## config.mk

```make
export PLATFORM = sky130hd
export DESIGN_NAME = adcrb_top
export DESIGN_NICKNAME = d
export VERILOG_FILES = /design/src/include/adcrb_pkg.sv /design/src/include/adcrb_bank_if.sv /design/src/hdl/adcrb_store.sv /design/src/hdl/adcrb_top.sv
export SDC_FILE = /design/constraint.sdc
export NUM_CORES = 1
export LEC_CHECK = 0
export BUFFER_PORTS_ARGS = -buffer_cell sky130_fd_sc_hd__buf_2
export CAP_MARGIN = 40
export CORE_UTILIZATION = 40
export CTS_CLUSTER_DIAMETER = 150
export DETAILED_ROUTE_END_ITERATION = 8
export GPL_ROUTABILITY_DRIVEN = 0
export SLEW_MARGIN = 20
export SYNTH_ARGS = -nofsm -noshare
export SYNTH_HDL_FRONTEND = slang
export SYNTH_SLANG_ARGS = --single-unit
export TNS_END_PERCENT = 50
```

## constraint.sdc

```tcl
create_clock -name clock_i -period 3.5 [get_ports clock_i]
set_clock_uncertainty 0.15 [all_clocks]
set_input_delay 0.35 -clock clock_i [delete_from_list [all_inputs] [get_ports clock_i]]
set_output_delay 0.35 -clock clock_i [all_outputs]
set_load 0.02 [all_outputs]
```

## src/include/adcrb_pkg.sv

```systemverilog
// Constants, field layouts and types of the converter control register bank
package adcrb_pkg;
    // Register width and byte addresses
    localparam int REG_W = 8;
    localparam logic [7:0] OFS_OPSTATE = 8'h00;
    localparam logic [7:0] OFS_IFGEN = 8'h02;
    localparam logic [7:0] OFS_CFG_LOW = 8'h06;
    localparam logic [7:0] OFS_CFG_HIGH = 8'h07;
    localparam logic [7:0] OFS_OPTIONS = 8'h08;
    localparam logic [7:0] OFS_PAUSE = 8'h09;
    localparam logic [7:0] OFS_EDGE = 8'h0a;
    localparam int CFG_COUNT = 5;

    typedef logic [REG_W-1:0] adcrb_byte_t;

    // Reset values
    localparam adcrb_byte_t RST_OPSTATE = 8'h42;
    localparam adcrb_byte_t RST_CFG_LOW = 8'hb6;
    localparam adcrb_byte_t RST_CFG_HIGH = 8'h08;
    localparam adcrb_byte_t RST_OPTIONS = 8'h00;
    localparam adcrb_byte_t RST_PAUSE = 8'h20;
    localparam adcrb_byte_t RST_EDGE = 8'h01;
    localparam adcrb_byte_t READ_ZERO = 8'h00;
    localparam adcrb_byte_t CFG_RESET [CFG_COUNT] = '{RST_CFG_LOW, RST_CFG_HIGH, RST_OPTIONS, RST_PAUSE, RST_EDGE};

    // Operating state register fields
    localparam int OS_START_BIT = 7;
    localparam int OS_PDOWN_BIT = 6;
    localparam int OS_STATE_MSB = 2;
    localparam int OS_STATE_LSB = 0;
    localparam logic [2:0] STATE_CFG = 3'h2;
    localparam logic [2:0] STATE_MEAS = 3'h3;

    // Configuration register fields
    localparam int CL_POL_BIT = 7;
    localparam int CL_GAIN_MSB = 6;
    localparam int CL_GAIN_LSB = 4;
    localparam int CH_MODE_MSB = 4;
    localparam int CH_MODE_LSB = 3;
    localparam logic [1:0] MODE_FREE_RUN = 2'h0;
    localparam logic [1:0] MODE_ON_REQUEST = 2'h1;

    // Serial slave address and framing
    localparam logic [4:0] I2C_ADDR_HI = 5'h1d;
    localparam logic [3:0] BYTE_BITS = 4'h8;

    typedef enum logic [2:0] {
        I2C_IDLE = 3'b000,
        I2C_ADDR = 3'b001,
        I2C_ACK_A = 3'b010,
        I2C_WRITE = 3'b011,
        I2C_ACK_W = 3'b100,
        I2C_READ = 3'b101,
        I2C_ACK_R = 3'b110
    } adcrb_i2c_state_t;
endpackage

```

## src/include/adcrb_bank_if.sv

```systemverilog
// Internal carrier between the serial control logic and the register storage
`timescale 1ns/1ps
`default_nettype none
interface adcrb_bank_if;
    import adcrb_pkg::*;
    logic wr_stb;
    adcrb_byte_t wr_addr;
    adcrb_byte_t wr_data;
    adcrb_byte_t rd_addr;
    adcrb_byte_t rd_data;
    logic restore;

    modport ctrl (output wr_stb, output wr_addr, output wr_data, output rd_addr, output restore, input rd_data);
    modport bank (input wr_stb, input wr_addr, input wr_data, input rd_addr, input restore, output rd_data);
endinterface
`default_nettype wire

```

## src/hdl/adcrb_store.sv

```systemverilog
// Configuration register storage, defaults restore and read decode
`timescale 1ns/1ps
`default_nettype none
module adcrb_store
    import adcrb_pkg::*;
#(
    parameter logic [3:0] PART_ID = 4'h9,  // Arbitrary value
    parameter logic [3:0] REVISION = 4'h3  // Arbitrary value
) (
    input wire logic clock_i,              // Converter clock
    input wire logic rst_i,                // Asynchronous reset, active high
    adcrb_bank_if.bank bus,                // Access from control logic
    output logic [REG_W-1:0] cfg_o [CFG_COUNT]  // Stored configuration bytes
);
    adcrb_byte_t regs [CFG_COUNT];

    // One byte register per configuration entry
    for (genvar i = 0; i < CFG_COUNT; i++) begin : g_reg
        localparam adcrb_byte_t MY_OFS = OFS_CFG_LOW + 8'(i);
        always_ff @(posedge clock_i or posedge rst_i) begin
            if (rst_i) begin
                regs[i] <= CFG_RESET[i];
            end else if (bus.restore) begin
                regs[i] <= CFG_RESET[i];  // [RULE8] [RULE15]
            end else if (bus.wr_stb && bus.wr_addr == MY_OFS) begin
                regs[i] <= bus.wr_data;  // [RULE1] [RULE2]
            end
        end
        assign cfg_o[i] = regs[i];
    end

    // Read decode, write-only and unmapped bytes read zero
    always_comb begin
        bus.rd_data = READ_ZERO;  // [RULE3]
        if (bus.rd_addr == OFS_IFGEN) begin
            bus.rd_data = {PART_ID, REVISION};  // [RULE14]
        end
        for (int k = 0; k < CFG_COUNT; k++) begin
            if (bus.rd_addr == OFS_CFG_LOW + 8'(k)) begin
                bus.rd_data = regs[k];
            end
        end
    end
endmodule
`default_nettype wire

```

## src/hdl/adcrb_top.sv

```systemverilog
// Serial slave, operating state logic and register bank of the current-input converter
//
// Contract
// RULE1: every register holds eight bits
// RULE2: access is whole single bytes only
// RULE3: operating state register reads as zero
// RULE4: state register writable in any state
// RULE5: state code 010 configuration, 011 measurement
// RULE6: configuration state allows access, no measuring
// RULE7: measuring only in measurement state
// RULE8: leaving measurement restores configuration defaults
// RULE9: start bit one starts, zero stops
// RULE10: start bit honoured only measuring, two modes
// RULE11: power down bit acts in both states
// RULE12: power down only between conversions; code holds it off during a conversion only in measurement state
// RULE13: start, state and power down reset values
// RULE14: identification byte holds part and revision
// RULE15: polarity bit selects current direction, default one
// RULE16: gain field selects reference current
// RULE17: mode 00 free running, 01 on request
// RULE18: state register bit positions, reserved zero
// RULE19: measurement state ignores other register writes
`timescale 1ns/1ps
`default_nettype none
module adcrb_top
    import adcrb_pkg::*;
#(
    parameter logic [3:0] PART_ID = 4'h9,  // Arbitrary value
    parameter logic [3:0] REVISION = 4'h3  // Arbitrary value
) (
    input wire logic clock_i,                       // Converter clock, 200 MHz
    input wire logic rst_i,                         // Power-on reset, async, active high
    input wire logic scl_i,                         // Serial clock pin
    input wire logic sda_i,                         // Serial data pin level
    output logic sda_o,                             // Serial data drive value, always low
    output logic sda_oe_n_o,                        // Serial data enable, low drives
    input wire logic [1:0] addr_sel_i,              // Slave address strap pins
    input wire logic conv_busy_i,                   // Converter is inside a conversion
    output logic meas_state_o,                      // Measurement state active
    output logic measure_run_o,                     // Measurement started
    output logic measure_start_o,                   // Pulse on accepted start
    output logic power_down_o,                      // Power down request to analog
    output logic current_polarity_o,                // Input current direction
    output logic [2:0] gain_select_o,               // Reference current code
    output logic [1:0] meas_mode_o,                 // Measurement mode code
    output logic [REG_W-1:0] config_low_o,          // Low configuration byte
    output logic [REG_W-1:0] config_high_o,         // High configuration byte
    output logic [REG_W-1:0] options_o,             // Options byte
    output logic [REG_W-1:0] pause_length_o,        // Pause length byte
    output logic [REG_W-1:0] edge_select_o          // Edge select byte
);
    if (REG_W != 8) begin : g_bad_width
        $error("register width must be eight bits");
    end

    adcrb_bank_if bank_bus ();
    logic [REG_W-1:0] cfg [CFG_COUNT];

    adcrb_store #(
        .PART_ID(PART_ID),
        .REVISION(REVISION)
    ) u_store (
        .clock_i(clock_i),
        .rst_i(rst_i),
        .bus(bank_bus),
        .cfg_o(cfg)
    );

    // Pin synchronisers and edge history
    logic scl_m, scl_s, scl_d;
    logic sda_m, sda_s, sda_d;
    logic [1:0] sel_m, sel_s;
    always_ff @(posedge clock_i or posedge rst_i) begin
        if (rst_i) begin
            scl_m <= 1'b1;
            scl_s <= 1'b1;
            scl_d <= 1'b1;
            sda_m <= 1'b1;
            sda_s <= 1'b1;
            sda_d <= 1'b1;
            sel_m <= 2'h0;
            sel_s <= 2'h0;
        end else begin
            scl_m <= scl_i;
            scl_s <= scl_m;
            scl_d <= scl_s;
            sda_m <= sda_i;
            sda_s <= sda_m;
            sda_d <= sda_s;
            sel_m <= addr_sel_i;
            sel_s <= sel_m;
        end
    end

    logic scl_rise, scl_fall, bus_start, bus_stop;
    assign scl_rise = scl_s & ~scl_d;
    assign scl_fall = ~scl_s & scl_d;
    assign bus_start = scl_s & scl_d & sda_d & ~sda_s;
    assign bus_stop = scl_s & scl_d & ~sda_d & sda_s;

    // Serial byte engine state
    adcrb_i2c_state_t i2c_st;
    logic [3:0] bit_cnt;
    adcrb_byte_t rx_shift;
    adcrb_byte_t tx_shift;
    adcrb_byte_t ptr;
    logic ptr_phase;
    logic rd_dir;
    logic wr_evt;
    adcrb_byte_t wr_addr;
    adcrb_byte_t wr_data;
    logic addr_match;
    assign addr_match = rx_shift[7:1] == {I2C_ADDR_HI, sel_s};

    // Serial protocol: address, pointer byte, then data bytes with auto increment
    always_ff @(posedge clock_i or posedge rst_i) begin
        if (rst_i) begin
            i2c_st <= I2C_IDLE;
            bit_cnt <= 4'h0;
            rx_shift <= READ_ZERO;
            tx_shift <= READ_ZERO;
            ptr <= OFS_OPSTATE;
            ptr_phase <= 1'b0;
            rd_dir <= 1'b0;
            sda_oe_n_o <= 1'b1;
            wr_evt <= 1'b0;
            wr_addr <= OFS_OPSTATE;
            wr_data <= READ_ZERO;
        end else begin
            wr_evt <= 1'b0;
            if (bus_start) begin
                i2c_st <= I2C_ADDR;
                bit_cnt <= 4'h0;
                sda_oe_n_o <= 1'b1;
            end else if (bus_stop) begin
                i2c_st <= I2C_IDLE;
                sda_oe_n_o <= 1'b1;
            end else begin
                case (i2c_st)
                    I2C_IDLE: begin
                        sda_oe_n_o <= 1'b1;
                    end
                    I2C_ADDR: begin
                        if (scl_rise) begin
                            rx_shift <= {rx_shift[6:0], sda_s};
                            bit_cnt <= bit_cnt + 4'h1;
                        end else if (scl_fall && bit_cnt == BYTE_BITS) begin
                            if (addr_match) begin
                                rd_dir <= rx_shift[0];
                                sda_oe_n_o <= 1'b0;
                                i2c_st <= I2C_ACK_A;
                            end else begin
                                i2c_st <= I2C_IDLE;
                            end
                        end
                    end
                    I2C_ACK_A: begin
                        if (scl_fall) begin
                            bit_cnt <= 4'h0;
                            if (rd_dir) begin
                                sda_oe_n_o <= bank_bus.rd_data[REG_W-1];
                                tx_shift <= {bank_bus.rd_data[REG_W-2:0], 1'b0};
                                ptr <= ptr + 8'h01;
                                i2c_st <= I2C_READ;
                            end else begin
                                sda_oe_n_o <= 1'b1;
                                ptr_phase <= 1'b1;
                                i2c_st <= I2C_WRITE;
                            end
                        end
                    end
                    I2C_WRITE: begin
                        if (scl_rise) begin
                            rx_shift <= {rx_shift[6:0], sda_s};
                            bit_cnt <= bit_cnt + 4'h1;
                        end else if (scl_fall && bit_cnt == BYTE_BITS) begin
                            sda_oe_n_o <= 1'b0;
                            i2c_st <= I2C_ACK_W;
                            ptr_phase <= 1'b0;
                            if (ptr_phase) begin
                                ptr <= rx_shift;
                            end else begin
                                wr_evt <= 1'b1;  // [RULE2]
                                wr_addr <= ptr;
                                wr_data <= rx_shift;
                                ptr <= ptr + 8'h01;
                            end
                        end
                    end
                    I2C_ACK_W: begin
                        if (scl_fall) begin
                            sda_oe_n_o <= 1'b1;
                            bit_cnt <= 4'h0;
                            i2c_st <= I2C_WRITE;
                        end
                    end
                    I2C_READ: begin
                        if (scl_rise) begin
                            bit_cnt <= bit_cnt + 4'h1;
                        end else if (scl_fall) begin
                            if (bit_cnt == BYTE_BITS) begin
                                sda_oe_n_o <= 1'b1;
                                i2c_st <= I2C_ACK_R;
                            end else begin
                                sda_oe_n_o <= tx_shift[REG_W-1];
                                tx_shift <= {tx_shift[REG_W-2:0], 1'b0};
                            end
                        end
                    end
                    I2C_ACK_R: begin
                        if (scl_rise && sda_s) begin
                            i2c_st <= I2C_IDLE;  // Master refused more data
                        end else if (scl_fall) begin
                            bit_cnt <= 4'h0;
                            sda_oe_n_o <= bank_bus.rd_data[REG_W-1];
                            tx_shift <= {bank_bus.rd_data[REG_W-2:0], 1'b0};
                            ptr <= ptr + 8'h01;
                            i2c_st <= I2C_READ;
                        end
                    end
                    default: begin
                        i2c_st <= I2C_IDLE;
                        sda_oe_n_o <= 1'b1;
                    end
                endcase
            end
        end
    end

    // Pin only ever pulls low
    always_ff @(posedge clock_i or posedge rst_i) begin
        if (rst_i) begin
            sda_o <= 1'b0;
        end else begin
            sda_o <= 1'b0;
        end
    end

    // Operating state register decode
    logic opstate_wr;
    logic [2:0] new_state;
    logic mode_ok;
    assign opstate_wr = wr_evt && wr_addr == OFS_OPSTATE;  // [RULE4]
    assign new_state = wr_data[OS_STATE_MSB:OS_STATE_LSB];  // [RULE18]
    assign mode_ok = cfg[1][CH_MODE_MSB:CH_MODE_LSB] == MODE_FREE_RUN
        || cfg[1][CH_MODE_MSB:CH_MODE_LSB] == MODE_ON_REQUEST;  // [RULE17]

    logic pdown_req;
    logic next_meas;
    always_comb begin
        next_meas = meas_state_o;
        if (opstate_wr && new_state == STATE_MEAS) begin
            next_meas = 1'b1;  // [RULE5]
        end else if (opstate_wr && new_state == STATE_CFG) begin
            next_meas = 1'b0;  // [RULE5]
        end
    end

    // Operating state, start and power down bits
    always_ff @(posedge clock_i or posedge rst_i) begin
        if (rst_i) begin
            meas_state_o <= RST_OPSTATE[OS_STATE_MSB:OS_STATE_LSB] == STATE_MEAS;  // [RULE13]
            measure_run_o <= RST_OPSTATE[OS_START_BIT];  // [RULE13]
            pdown_req <= RST_OPSTATE[OS_PDOWN_BIT];  // [RULE13]
            measure_start_o <= 1'b0;
            bank_bus.restore <= 1'b0;
        end else begin
            measure_start_o <= 1'b0;
            bank_bus.restore <= 1'b0;
            if (opstate_wr) begin
                meas_state_o <= next_meas;
                pdown_req <= wr_data[OS_PDOWN_BIT];  // [RULE11]
                if (!next_meas) begin
                    measure_run_o <= 1'b0;  // [RULE6] [RULE13]
                    bank_bus.restore <= meas_state_o;  // [RULE8]
                end else if (mode_ok) begin
                    measure_run_o <= wr_data[OS_START_BIT];  // [RULE9] [RULE10] [RULE7]
                    measure_start_o <= wr_data[OS_START_BIT];  // [RULE9]
                end
            end
        end
    end

    // Power down held off while a conversion runs in measurement state
    always_ff @(posedge clock_i or posedge rst_i) begin
        if (rst_i) begin
            power_down_o <= RST_OPSTATE[OS_PDOWN_BIT];
        end else begin
            power_down_o <= pdown_req && (!meas_state_o || !conv_busy_i);  // [RULE11] [RULE12]
        end
    end

    // Bank access, other registers frozen while measuring
    assign bank_bus.wr_stb = wr_evt && !meas_state_o && wr_addr != OFS_OPSTATE;  // [RULE19] [RULE6]
    assign bank_bus.wr_addr = wr_addr;
    assign bank_bus.wr_data = wr_data;
    assign bank_bus.rd_addr = ptr;

    // Configuration fields to the converter
    assign config_low_o = cfg[0];
    assign config_high_o = cfg[1];
    assign options_o = cfg[2];
    assign pause_length_o = cfg[3];
    assign edge_select_o = cfg[4];
    assign current_polarity_o = cfg[0][CL_POL_BIT];  // [RULE15]
    assign gain_select_o = cfg[0][CL_GAIN_MSB:CL_GAIN_LSB];  // [RULE16]
    assign meas_mode_o = cfg[1][CH_MODE_MSB:CH_MODE_LSB];
endmodule
`default_nettype wire

```

==> flow_summary.toml, run 1 <==
[layout]
finalNetCount = 564
fin_cells = 732
fill_cells = 1234
regArea_um2 = 2670
num_antenna_cells = 0
syn_to_final_growth_pct = 12.3
drive_gt1_frac = 0.216
multiInputGateArea_um2 = 2410

[logic_synthesis]
postSynthCellCount = 509
avgSynthCellArea_um2 = 10.6
ys_warn_count = 0
ys_seq_area_frac = 0.497
synth_area_um2 = 5380
synth.top_cell.area_share = 0.414
ys_seq_elements = 106
synth_edf_count = 0
synthTopCellsByArea = "dfrtp_1, dfstp_2, mux2i_1"
synthArstFlopShare = 1.00
synth_common_cells = "dfrtp_1, nor2_1, mux2i_1"
synthesis.nets = 522
synth_flop_cell = "dfrtp_1"
yosysMostFrequentCell = "dfrtp_1"
synth.distinct_cells = 66
yosysTopAreaCell = "dfrtp_1"

[outcome]
status = "finished with violations"
violations = "hold timing"

[pwr]
leakagePower_nw = 2.88
irDropWorstVdd_uv = 207
powerDensity_nw_per_um2 = 391

[routing]
drtPass1Iterations = 8
wl_per_cell_um = 17.3
routed_via_density = 5.45
vias = 3993
detail_route.iter0.violations = 314
wirelength_um = 12700
drc = 0
ant_nets = 0

[worst_setup_path]
required_ps = 3590
crit_slowest_cell = "nor2_4"
start_kind = "flop"
max_stage_delay_ps = 440
cp.arrival_ps = 2550
path_cells = "inv_1, ha_1, nand3b_1, nor2_1, nand3_1, nor2_4, mux2_2"
endpoint_kind = "flop"
path_max_fanout = 17
crit_type = "flop to flop"

[global_route]
use_met2 = 0.285
overflow = 0
grt_pass1_vias = 3825
antenna_found_initial = 0
use_met3 = 0.0296
met1_usage = 0.267
grt_start_max_net_pins = 107
grt_busiest_layer = "met2"
grt_pass1_wl_um = 20500
grt.total_usage = 0.190

[sta]
setup_tns_ps = 0
worst_slew_pin_slew_ps = 723
slew_headroom = 0.514
rsz0062_at_grt = "false"
slew_violations = 0
max_freq_mhz = 407
setup_viol = 0
fin_crit_sh = 0.702
hold_viol_final = 31
fin_hold_ws_ps = -38.4
fin_crit_ps = 2460

[floorplan]
io_pins = 59
die-area_um2 = 13900
start_util = 0.408
die_w_um = 118
core_region_area_um2 = 13200
fp-row-count = 42
fp.dieH_um = 118

[clock_network]
cts_max_path_buffers = 2
tritoncts = "yes"
cts_resized = 0
cts.sinks = 106
clk_pin_slew_ps = 70
cts-root-buf = "clkbuf_16"
numCtsBuffers = 9
insertion_delay_ps = 350
cts_max_level = 3

[worst_hold_path]
hp-class = "input port to async pin"

[run]
maxCapViolCount = 0

[place]
numPortBuffers = 57
dpl.hpwl_um = 8720
dp_cells = 711
==> per-layer routing <==
metal	wire length, um	vias up
li1	-	1887
met1	5980	1980
met2	5910	102
met3	416	24
met4	352	0
met5	0	-
==> stage by stage <==
step           utilization  cell area, um2  power, mW  hold WS, ps  worst slack [ps]
2_1_floorplan            -            5380       1.36          181               239
3_3_place_gp         0.432            5700       1.39          183              1150
3_5_place_dp         0.432            5700       1.40          186              1080
4_1_cts              0.458            6040       2.39         17.8              1060
5_1_grt              0.458            6040       2.45         33.7               884
6_report             0.458            6040       2.36        -38.4              1040
==> registers in the layout, indices dropped and copies added (netlist names), 2 cells and up <==
name,count
u_store.cfg_o,40
bank_bus.rd_addr,8
bank_bus.wr_addr,8
bank_bus.wr_data,8
rx_shift,8
tx_shift,7
bit_cnt,4
i2c_st,3
sel_m,2
sel_s,2
==> power breakdown <==
part           internal, mW  switching (mW)  leakage (nW)
logic                0.0361          0.0608          1.33
clock network         0.543           0.443         0.146
registers              1.25          0.0269          1.41
==> cell type report <==
cell class | instances | area share
flip-flops and latches | 106 | 0.443
multi-input cells | 351 | 0.400
inverters | 18 | 0.0116
clock inverters | 3 | 0.00373
clock buffers | 13 | 0.0447
repair buffers | 65 | 0.0613
well taps | 176 | 0.0364
==> cell usage in the layout (no fill, tap or decap), types with 8 or more instances in the layout <==
cell type / n
mux2_2: 14
nand2b_1: 9
dfstp_2: 17
mux2i_1: 44
nand3_1: 11
o22ai_1: 8
nand2_1: 43
nor2_1: 55
buf_2: 57
dfrtp_1: 89
clkbuf_16: 9
mux2_1: 11
nor2b_1: 10
o21ai_0: 17
inv_1: 16
a21oi_1: 25
==> repair_timing <==
action / in CTS / in global routing
setup buffers: 0 / 0
hold endpoints to repair: 5 / 0
hold buffers: 5 / 0
==> worst max-delay path, delay by kind of cell (launching register included) <==
family	cells	cell delay, ps
AND/OR/NAND/NOR	4	1150
flip-flops	1	410
multiplexers	1	390
adder cells (fa/ha/maj)	1	140
buffers and inverters	1	90
==> cell families (layout without fill, tap and decap cells) <==
| kind of cell | after synthesis | after routing | synth area share |
|---|---|---|---|
| compound gates | 106 | 106 | 0.132 |
| buf+inv | 52 | 99 | 0.0540 |
| flops | 106 | 106 | 0.497 |
| xor+xnor | 5 | 5 | 0.00814 |
| mux | 69 | 69 | 0.134 |
| other cells | 1 | 1 | 0.000697 |
| fa+ha+maj | 6 | 6 | 0.0140 |
| simple gates | 164 | 164 | 0.160 |
==> final timing paths <==
path	start	slack (ps)	end	depth (start not counted)
min in group clock_i	sel_m[1]	200	sel_s[1]	0
worst max register to register	bit_cnt[0]	1040	bank_bus.wr_addr[4]	7
max in group asynchronous	rst_i	2750	tx_shift[3]	3
worst max-delay path	bit_cnt[0]	1040	bank_bus.wr_addr[4]	7
worst min-delay path	rst_i	-40	bit_cnt[1]	3
worst min register to register	sel_m[1]	200	sel_s[1]	0
No activity file was read; power rests on OpenSTA's default activity.
==> run 2, diff against run 1 <==
ABC_AREA = 1   (was unset)
clock period = 2.5 ns   (was 3.5 ns; I/O delays follow)
==> run 2 against run 1 <==
Clock power rose by 39%. Final cell count is 27% higher. First-iteration DRC count down 4.1%. Non-clock buffer count up 6. The run now ends clean. Cell area is 6.4% higher. Critical path depth rose by 3. Area after synthesis grew 5.4%. Largest cell class unchanged. Combinational power rose to 4.3 times the previous value. Sequential cell count is the same.
==> flow_summary.toml, run 2 <==
[layout]
finalNetCount = 755
num_antenna_cells = 0
fin_cells = 927
multiInputGateArea_um2 = 2480
fill_cells = 1309
fin_util = 0.465
final_cell_mix = "nand2_1, dfrtp_1, inv_1, o21ai_0, nor2_1"
fin_area_um2 = 6430
drive_gt1_frac = 0.238
final_common_cell = "nand2_1"
regArea_um2 = 2670
largest_reg_flops = 40
syn_to_final_growth_pct = 13.4

[logic_synthesis]
synth_common_cells = "nand2_1, dfrtp_1, inv_1"
synth_xor_area_frac = 0.00464
yosysTopAreaCell = "dfrtp_1"
synthTopCellsByArea = "dfrtp_1, nand2_1, dfstp_2"
ys_warn_count = 0
synthesis.nets = 696
synth.distinct_cells = 46
yosysMostFrequentCell = "nand2_1"
ys_seq_area_frac = 0.472
synth_edf_count = 0
synth_flop_cell = "dfrtp_1"
synth_area_um2 = 5670
synth_mux_area_frac = 0.00199
synth-simple-area-share = 0.277
synth.top_cell.area_share = 0.393
ys_seq_elements = 106
synthArstFlopShare = 1.00
postSynthCellCount = 683
synth_top_family_by_area = "simple AND/OR/NAND/NOR gates"
avgSynthCellArea_um2 = 8.30
synthAdderAreaFrac = 0.0132
synth_compound_area_frac = 0.140

[routing]
wirelength_um = 13400
wl_per_cell_um = 14.5
vias = 4614
drc = 0
detail_route.iter0.violations = 301
routed_via_density = 4.98
ant_nets = 0
drtPass1Iterations = 7

[worst_hold_path]
hp-class = "flop to flop"

[place]
numPortBuffers = 57
dp_cells = 905
dpl.hpwl_um = 10100
placed_area_um2 = 6090
pre_cts_ws_ps = 368

[worst_setup_path]
start_kind = "flop"
path_cells = "inv_1, ha_1, nand3_1, nor2_4, nand2_2, nand2_1, o211ai_2, nor2_4, o21ai_0, o22ai_1"
max_stage_delay_ps = 390
crit_type = "flop to flop"
endpoint_kind = "flop"
critPathTopFamily = "simple AND/OR/NAND/NOR gates"
crit_slowest_cell = "dfrtp_1"
cp.arrival_ps = 2270
path_common_cell = "nor2_4"
required_ps = 2620
path_max_fanout = 16
path_buf_inv = 1

[floorplan]
die-area_um2 = 14600
start_util = 0.410
fp-row-count = 43
io_pins = 59
core_region_area_um2 = 13800
fp.dieH_um = 121
die_w_um = 121

[clock_network]
cts-root-buf = "clkbuf_16"
tritoncts = "yes"
cts_max_level = 3
cts.sinks = 106
numCtsBuffers = 9
cts_max_path_buffers = 2
insertion_delay_ps = 360
clk_pin_slew_ps = 70
cts_resized = 0

[sta]
fin_hold_ws_ps = 202
fin_crit_sh = 0.860
slew_headroom = 0.542
rsz0062_at_grt = "false"
fin_crit_ps = 2150
setup_tns_ps = 0
max_freq_mhz = 465
setup_slack_ps = 350
slew_violations = 0
setup_viol = 0
hold_viol_final = 0
worst_slew_pin_slew_ps = 685

[pwr]
leakagePower_nw = 3.21
p_switching_mw = 1.11
p_seq_frac = 0.524
power_mw = 3.75
p_sw_frac = 0.295
pwr-share-clk = 0.365
irDropWorstVdd_uv = 437
p_int_mw = 2.65
powerDensity_nw_per_um2 = 584
combPwrFrac = 0.111

[global_route]
grt_pass1_vias = 4523
grt.total_usage = 0.200
antenna_found_initial = 0
grt_pass1_wl_um = 22700
grt_start_max_net_pins = 55
overflow = 0

[run]
maxCapViolCount = 0

[outcome]
status = "finished, final reports clean"
==> run 2: layer usage <==
layer	track usage	vias up	routed length [um]
met5	0	-	0
met1	0.266	2185	6310
li1	-	2305	-
met4	0.0849	0	332
met3	0.0254	22	434
met2	0.328	102	6330
==> run 2: final timing paths <==
path,from,endpoint,slack (ps),cells after the start
hold / removal,sel_m[0],sel_s[0],200,0
max in group asynchronous,rst_i,u_store.cfg_o[24],1220,4
min in group asynchronous,rst_i,rx_shift[7],520,4
hold reg to reg,sel_m[0],sel_s[0],200,0
setup / recovery,bit_cnt[0],bank_bus.rd_addr[6],350,10
setup reg to reg,bit_cnt[0],bank_bus.rd_addr[6],350,10
==> run 2: power groups by stage <==
stage / registers, mW / clock network, mW / logic [mW]
2_1_floorplan: 1.95 / 0 / 0.313
3_3_place_gp: 1.99 / 0 / 0.399
3_5_place_dp: 2.00 / 0 / 0.413
4_1_cts: 1.96 / 1.40 / 0.422
5_1_grt: 1.98 / 1.46 / 0.487
6_report: 1.97 / 1.37 / 0.417
==> run 2: worst reg2reg max path: cells and delay by family (launching register included) <==
family                     cells  cell delay [ps]
and+or+nand+nor                5              900
buffers and inverters          1              110
adders and majority gates      1              160
AOI/OAI and AO/OA              3              370
DFF                            1              390
==> run 2: what timing repair did <==
action                    4_1_cts  5_1_grt
hold endpoints to repair       20        0
hold buffers                    6        0
buffers inserted                0        0
==> run 2: logic make-up (layout without fill, tap and decap cells) <==
group / after synthesis / after routing
compound gates: 136 / 136
xor+xnor: 3 / 3
fa+ha+maj: 6 / 6
buf+inv: 115 / 179
flops: 106 / 106
mux: 1 / 1
other cells: 1 / 1
simple gates: 315 / 315
==> run 2: layout make-up <==
class | instances | area share
repair buffers | 71 | 0.0650
multi-input cells | 462 | 0.386
flip-flops and latches | 106 | 0.416
clock inverters | 6 | 0.00759
clock buffers | 10 | 0.0356
well taps | 180 | 0.0350
inverters | 92 | 0.0551
